[src/lrc_pkg.sv]
// constants and types shared by the loader run/reset command handler
// How it works
// - run packet: length 7, sum, code, address
// - run address arrives most significant byte first
// - valid run branches to address, no reset
// - run acknowledge sent before branching
// - reset packet: length 3, sum, code
// - reset acknowledge sent before device reset
// - reset command performs full device reset
// - sum is modulo-256 of data bytes
// - good packet 0xcc, bad packet 0x33
// - leading zero bytes are skipped
// - first data byte is command code
package lrc_pkg;
   localparam logic [7:0] RUN_LEN = 8'h07;
   localparam logic [7:0] RST_LEN = 8'h03;
   localparam logic [7:0] CMD_RUN_CODE = 8'h22;
   localparam logic [7:0] CMD_RST_CODE = 8'h25;
   localparam logic [7:0] REPLY_ACK = 8'hcc;
   localparam logic [7:0] REPLY_NAK = 8'h33;
   localparam logic [7:0] IDLE_BYTE = 8'h00;
   localparam logic [31:0] ADDR_RST = 32'h0000_0000;

   typedef enum logic [4:0] {
      LRC_HUNT = 5'b00001,
      LRC_SUM = 5'b00010,
      LRC_DATA = 5'b00100,
      LRC_REPLY = 5'b01000,
      LRC_ACT = 5'b10000
   } lrc_state_t;
endpackage

[src/lrc_sum_acc.sv]
// running modulo-256 checksum over the data bytes of one packet
`timescale 1ns/100ps
module lrc_sum_acc (
   input wire logic core_clk,
   input wire logic sys_rst,
   input wire logic clear,
   input wire logic add_en,
   input wire logic [7:0] add_byte,
   output logic [7:0] sum
);
   typedef struct packed {
      logic [7:0] acc;
   } lrc_acc_t;
   lrc_acc_t st_q;
   lrc_acc_t st_d;

   // modulo sum; carries out of bit 7 are dropped on purpose
   always_comb begin
      st_d = st_q;
      if (clear) begin
         st_d.acc = 8'h00;
      end else if (add_en) begin
         st_d.acc = st_q.acc + add_byte;
      end
   end

   // running total register
   always_ff @(posedge core_clk or posedge sys_rst) begin
      if (sys_rst) begin
         st_q <= '0;
      end else begin
         st_q <= st_d;
      end
   end

   assign sum = st_q.acc;
endmodule

[src/lrc_cmd.sv]
// run and reset command interpreter for the serial loader
`timescale 1ns/100ps
module lrc_cmd (
   input wire logic core_clk,
   input wire logic sys_rst,
   input wire logic rx_valid,
   input wire logic [7:0] rx_byte,
   output logic tx_valid,
   output logic [7:0] tx_byte,
   input wire logic tx_ready,
   output logic run_go,
   output logic [31:0] run_addr,
   output logic dev_reset_req,
   output logic pkt_other
);
   // whole walk state in one bank, so one register process holds it all
   typedef struct packed {
      lrc_pkg::lrc_state_t state;
      logic [7:0] len;
      logic [7:0] sum_rx;
      logic [7:0] idx;
      logic [7:0] cmd;
      logic [31:0] addr;
      logic good;
      logic [7:0] reply;
      logic go;
      logic rst;
      logic other;
   } lrc_st_t;
   lrc_st_t st_q;
   lrc_st_t st_d;
   logic [7:0] sum;
   logic sum_clear;
   logic sum_add;

   ////////////////////////////////////////////////////////////////////////
   // checksum accumulator over data bytes only
   lrc_sum_acc u_lrc_sum_acc (
      .core_clk(core_clk),
      .sys_rst(sys_rst),
      .clear(sum_clear),
      .add_en(sum_add),
      .add_byte(rx_byte),
      .sum(sum)
   );

   // length and sum bytes never reach the accumulator
   assign sum_clear = (st_q.state == lrc_pkg::LRC_HUNT);
   assign sum_add = (st_q.state == lrc_pkg::LRC_DATA) && rx_valid;

   ////////////////////////////////////////////////////////////////////////
   // packet walk: hunt, sum, data, reply, act
   always_comb begin
      st_d = st_q;
      st_d.go = 1'b0;
      st_d.rst = 1'b0;
      st_d.other = 1'b0;
      case (st_q.state)
         lrc_pkg::LRC_HUNT: begin
            // zero padding before a packet is skipped
            if (rx_valid && rx_byte != lrc_pkg::IDLE_BYTE) begin
               st_d.len = rx_byte;
               st_d.idx = 8'h00;
               st_d.state = lrc_pkg::LRC_SUM;
            end
         end
         lrc_pkg::LRC_SUM: begin
            if (rx_valid) begin
               st_d.sum_rx = rx_byte;
               // a length below 3 carries no command; answer it negatively
               if (st_q.len < 8'h03) begin
                  st_d.good = 1'b0;
                  st_d.reply = lrc_pkg::REPLY_NAK;
                  st_d.state = lrc_pkg::LRC_REPLY;
               end else begin
                  st_d.state = lrc_pkg::LRC_DATA;
               end
            end
         end
         lrc_pkg::LRC_DATA: begin
            if (rx_valid) begin
               // first data byte is the command code
               if (st_q.idx == 8'h00) begin
                  st_d.cmd = rx_byte;
               end else begin
                  // shift in address, most significant byte first
                  st_d.addr = {st_q.addr[23:0], rx_byte};
               end
               st_d.idx = st_q.idx + 8'h01;
               if (st_q.idx + 8'h03 == st_q.len) begin
                  st_d.good = ((sum + rx_byte) == st_q.sum_rx);
                  st_d.reply = ((sum + rx_byte) == st_q.sum_rx) ?
                     lrc_pkg::REPLY_ACK : lrc_pkg::REPLY_NAK;
                  st_d.state = lrc_pkg::LRC_REPLY;
               end
            end
         end
         lrc_pkg::LRC_REPLY: begin
            // action waits until the reply byte is taken
            if (tx_ready) begin
               st_d.state = st_q.good ? lrc_pkg::LRC_ACT : lrc_pkg::LRC_HUNT;
            end
         end
         lrc_pkg::LRC_ACT: begin
            st_d.state = lrc_pkg::LRC_HUNT;
            // run only with matching length and code, no reset
            if (st_q.cmd == lrc_pkg::CMD_RUN_CODE && st_q.len == lrc_pkg::RUN_LEN) begin
               st_d.go = 1'b1;
            end else if (st_q.cmd == lrc_pkg::CMD_RST_CODE && st_q.len == lrc_pkg::RST_LEN) begin
               st_d.rst = 1'b1;
            end else begin
               st_d.other = 1'b1; // left to the other loader commands
            end
         end
         default: begin
            st_d.state = lrc_pkg::LRC_HUNT;
         end
      endcase
   end

   // reset drops any half packet and any pending reply
   always_ff @(posedge core_clk or posedge sys_rst) begin
      if (sys_rst) begin
         st_q <= '{state: lrc_pkg::LRC_HUNT, addr: lrc_pkg::ADDR_RST, default: '0};
      end else begin
         st_q <= st_d;
      end
   end

   ////////////////////////////////////////////////////////////////////////
   // outputs
   assign tx_valid = (st_q.state == lrc_pkg::LRC_REPLY);
   assign tx_byte = st_q.reply;
   assign run_go = st_q.go;
   assign run_addr = st_q.addr;
   assign dev_reset_req = st_q.rst;
   assign pkt_other = st_q.other;
endmodule

[config.mk]
export PLATFORM = sky130hd
export DESIGN_NAME = lrc_cmd
export DESIGN_NICKNAME = d
export VERILOG_FILES = /design/src/lrc_pkg.sv /design/src/lrc_sum_acc.sv /design/src/lrc_cmd.sv
export SDC_FILE = /design/constraint.sdc
export NUM_CORES = 1
export LEC_CHECK = 0
export BUFFER_PORTS_ARGS = -buffer_cell sky130_fd_sc_hd__buf_2
export CAP_MARGIN = 20
export CORE_MARGIN = 8
export CORE_UTILIZATION = 41
export CTS_CLUSTER_DIAMETER = 50
export DETAILED_ROUTE_END_ITERATION = 8
export GPL_ROUTABILITY_DRIVEN = 0
export PLACE_DENSITY_LB_ADDON = 0.08
export SYNTH_ARGS = -nofsm -noshare
export SYNTH_HDL_FRONTEND = slang
export SYNTH_SLANG_ARGS = --single-unit
[constraint.sdc]
create_clock -name core_clk -period 3.9 [get_ports core_clk]
set_clock_uncertainty 0.2 [all_clocks]
set_input_delay 0.78 -clock core_clk [delete_from_list [all_inputs] [get_ports core_clk]]
set_output_delay 0.78 -clock core_clk [all_outputs]
set_load 0.02 [all_outputs]
# Word level (Yosys, flattened, before mapping)
# Cells that the tools add are included.
op_classes:
  reduce_logical: 16
  magnitude_cmp: 1
  bitwise_logic: 1
  mux: 25
  eq_ne: 17
  add_sub_neg: 3
ops:
  columns: ["op", "n"]
  rows:
  - ["2-to-1 mux 57 bit", 1]
  - ["2-to-1 mux 8 bit", 5]
  - ["2-to-1 mux 32 bit", 1]
  - ["2-to-1 mux 9 bit", 3]
  - ["2-to-1 mux 5 bit", 5]
  - ["one-hot mux 5 bit (4 select lines)", 1]
  - ["one-hot mux 9 bit (2 select lines)", 1]
  - ["equality test 8 x 6 -> 1 bit (second input constant)", 2]
  - ["equality test 8 bit", 2]
  - ["one-hot mux 8 bit (2 select lines)", 1]
  - ["2-to-1 mux 13 bit", 1]
  - ["AND reduction 5 bit", 2]
  - ["AND reduction 3 bit", 3]
  - ["adder 8 x 1 -> 8 bit (second input constant)", 1]
  - ["adder 8 x 2 -> 8 bit (second input constant)", 1]
  - ["adder 8 bit", 1]
  - ["equality test 8 x 2 -> 1 bit (second input constant)", 1]
  - ["equality test 8 x 3 -> 1 bit (second input constant)", 1]
  - ["zero test 8 bit", 1]
  - ["less-than comparator 8 x 2 -> 1 bit (second input constant)", 1]
  - ["nonzero test 8 bit", 1]
  - ["inequality test 2 x 1 -> 1 bit (second input constant)", 3]
  - ["inequality test 2 bit (second input constant)", 3]
  - ["nonzero test 2 bit", 3]
  - ["other kinds (12)", 18]
word_totals:
  word_cells: 75
  register_bits: 89
  output_inout_bits: 44
  inputBits: 12

# Longest topological paths before layout
logic_depth:
  depth_word: 6
  mapped_depth: 11
  depth_no_buf: 9

# Cells and area by module
# A second synthesis with hierarchy kept.
hier_totals:
  cells_unflattened: 418
  hier_area_um2: 4674.5
by_module_without_submodules:
  columns: ["mod", "instances", "cells_each", "seq_area_each_um2", "area_per_inst_um2"]
  rows:
  - ["lrc_cmd", 1, 351, 1853.0, 4026.4]
  - ["lrc_sum_acc", 1, 67, 200.2, 648.1]

# Least setup slack after synthesis
# Ideal clock, no wire load.
synth_timing:
  kind: "input-to-reg"
  start: "input port rx_byte[0]"
  end: "register st_q, in the netlist tx_byte[5]"
  setup_time_ps: 129
  t_arrival_ps: 2769
  required_time_ps: 3571
  n_path_buf: 0
  path_slack_ps: 802
  stages: 9
  path_cell_list: "ha_1 > fa_1 > and3_1 > o21ai_0 > o211ai_1 > a2111oi_0 > nand4_2 > nor4b_4 > a21oi_1"
synth_via:
  elab_chain_len: 6
synth_lines:
  columns: ["item", "line", "text"]
  rows:
  - ["from (decl)", "lrc_cmd.sv:7", "input wire logic [7:0] rx_byte,"]
  - ["adder 8 bit", "lrc_cmd.sv:92", "st_d.reply = ((sum + rx_byte) == st_q.sum_rx) ?"]
  - ["equality test 8 bit", "lrc_cmd.sv:92", null]
  - ["2-to-1 mux 8 bit", "lrc_cmd.sv:92", null]
  - ["2-to-1 mux 9 bit", "lrc_cmd.sv:90", "if (st_q.idx + 8'h03 == st_q.len) begin"]
  - ["2-to-1 mux 57 bit", "lrc_cmd.sv:81", "if (rx_valid) begin"]
  - ["one-hot mux 9 bit (2 select lines)", "lrc_cmd.sv:58", "case (st_q.state)"]
  - ["to (signal assigned)", "lrc_cmd.sv:126", "st_q <= st_d;"]
  - ["to (decl)", "lrc_cmd.sv:30", "lrc_st_t st_q;"]
# Every way passes these cells. The select of a mux whose other input is x is not followed.
# A chain may end at the register's enable or synchronous reset.

# Final worst setup path
# Same ends and word-level chain as after synthesis.

==> metrics.yaml <==
crit_path_end_kind: "flip-flop"
maxSlewViolCount: 0
final_cell_mix: "81 x dfrtp_1, 55 x buf_2, 30 x mux2_1"
synth_area_leaders: "dfrtp_1 45%, mux2_1 7.5%, mux2_2 6.8%"
avgSynthCellArea_um2: 11.0
cts_tree: "yes"
viasPerCell: 5.25
route.detailed.drc: 0
grt_max_degree: 51
die_h_um: 121
drt-initial-drc-count: 119
pin_count: 56
maxCapViolCount: 0
vdd_drop_max_uv: 279
min_from: "run_addr[31]"
wire_per_inst_um: 16.6
cts_setup_buffers: 0
fin_hold_ws_ns: 0.293
path_clk_slew_ns: 0.08
dp_hpwl_mm: 6.93
portBuffers: 55
cts_resized: 0
syn_inst: 409
dieArea_um2: 14600
cts-buffers-inserted: 9
min_period_ns: 3.14
synth_area_um2: 4500
max_freq_mhz: 318
finalHoldViolCount: 0
rsz0062_at_grt: "no"
cts_max_level: 3
ys_warn_count: 0
tightestPinTransition_ns: 0.905
fin_ws_ns: 0.756
yosysSeqAreaShare_pct: 45.7
timing.rr.end: "tx_byte[5]"
ys_types: 65
power_leakage_uw: 0.00239
dp_slack_ns: 0.428
num_rows: 38
clock_latency_ns: 0.36
clockBufferDepth: 2
r2r_start: "u_lrc_sum_acc.sum[0]"
path_class: "primary input to flip-flop"
detail-route-antenna-nets: 0
die_width_um: 121
grt_pass1_wl_mm: 16.0
whs_path_depth: 1
relSlewSlack_pct: 39.6
power_density_nw_per_um2: 575
nets: 447
syn_nets: 431
antenna_found_initial: 0
synth_top_cell_by_area: "dfrtp_1"
coreArea_um2: 10800
synth_top_area_share_pct: 45.1
cts.sinks: 82
slowest_delay_ns: 0.40
cp_slowest_cell: "fa_1"
period_share_pct: 80.6
start_util_pct: 41.7
whs_endpoint: "run_addr[31]"
status: "finished clean"
firstDrtPassIters: 5
holdCritPathClass: "flip-flop to flip-flop"
grt_pass1_vias: 3067
cts_hold_buffers: 0
vias: 2986
cts_root_buffer: "clkbuf_8"
antenna_cells: 0
setup_viol: 0
drive_gt1_share_pct: 26.1
arrival_ns: 3.18
ys_seq_elements: 82
critPathMaxFanout: 6
grt_use_total_pct: 13.9
synthArstFlopShare_pct: 100
rrSetupSlack_ns: 0.96
synth_ff_type: "dfrtp_1"
synth_edf_count: 0
grt-ovfl-total: 0
path_cells: "buf_2 > ha_1 > fa_1 > and3_1 > o21ai_0 > o211ai_1 > a2111oi_0 > nand4_2 > nor4b_4 > a21oi_1"
start_kind: "primary input"
final_common_cell: "dfrtp_1"
area_growth_pct: 7.35
tns_ns: 0
reg2regPathDepth: 9
finalWirelength_mm: 9.46
crit_required_ns: 3.93
## registers in the layout, summed over array words and instances (netlist names)
signal / flops
tx_byte: 2
st_q: 37
dev_reset_req: 1
u_lrc_sum_acc.sum: 8
run_addr: 32
pkt_other: 1
run_go: 1
## Yosys cell counts (all sizes together), types with 9 or more instances
master,instances
inv,10
nor2,21
a21oi,10
buf,48
nor3,9
xnor2,19
ha,9
mux2,57
nand3,13
o21ai,15
dfrtp,81
xor2,9
nand2,27
## where the power goes
| part | switching, uW | leakage, uW | total (uW) | internal, uW |
|---|---|---|---|---|
| Combinational | 482 | 0.00119 | 918 | 436 |
| Sequential | 186 | 0.00109 | 1220 | 1040 |
| Clock | 320 | 0.0000989 | 634 | 314 |
| Total | 987 | 0.00239 | 2780 | 1790 |
## cell type report
class,count,area (um^2)
sequential,82,2050
clock buffer,10,138
inverter,10,38.8
fill,1061,5970
tap,140,175
clock inverter,5,63.8
timing repair buffer,59,318
multi-input combinational,263,2040
## per-layer routing
layer	up-vias	wire, um	track usage [%]
li1	1433	-	-
met1	1483	4320	17.4
met2	62	4580	22.1
met3	8	430	3.36
met4	0	133	6.56
met5	-	0	0
## cells by family after synthesis
group | Yosys count | synth area share, %
and+or+nand+nor | 115 | 14.3
DFF | 82 | 45.7
buffers and inverters | 64 | 8.96
muxes | 57 | 14.3
AOI/OAI and AO/OA | 52 | 7.90
xor gates and xnor gates | 29 | 5.96
adders and majority gates | 10 | 2.95
## metrics by stage
step	area, um^2	instances	util, %	power (uW)
3_5_place_dp	4620	554	42.8	2170
6_report	4830	569	44.7	2780
3_3_place_gp	4620	554	42.8	2160
5_1_grt	4830	569	44.7	2960
4_1_cts	4830	569	44.7	2810
2_1_floorplan	4500	409	-	1970
## worst max-delay path by stage
stage	startpoint	end	slack, ns	cells after the start
final	rx_byte[0]	tx_byte[5]	0.76	10
after global routing	rx_byte[0]	tx_byte[5]	0.48	10
after CTS	rx_byte[0]	tx_byte[5]	0.78	10
after detailed placement	rx_byte[0]	tx_byte[5]	0.43	10
after global placement	rx_byte[0]	tx_byte[5]	0.48	10
after floorplan	rx_byte[0]	tx_byte[5]	0.80	9
## critical path: cells and delay by family
family                     cells  cell delay (ns)
and+or+nand+nor                3             0.72
adders and majority gates      2             0.64
buffers and inverters          1             0.14
AOI/OAI and AO/OA              4             0.90
Note: power is estimated with default switching activity, not from simulation.
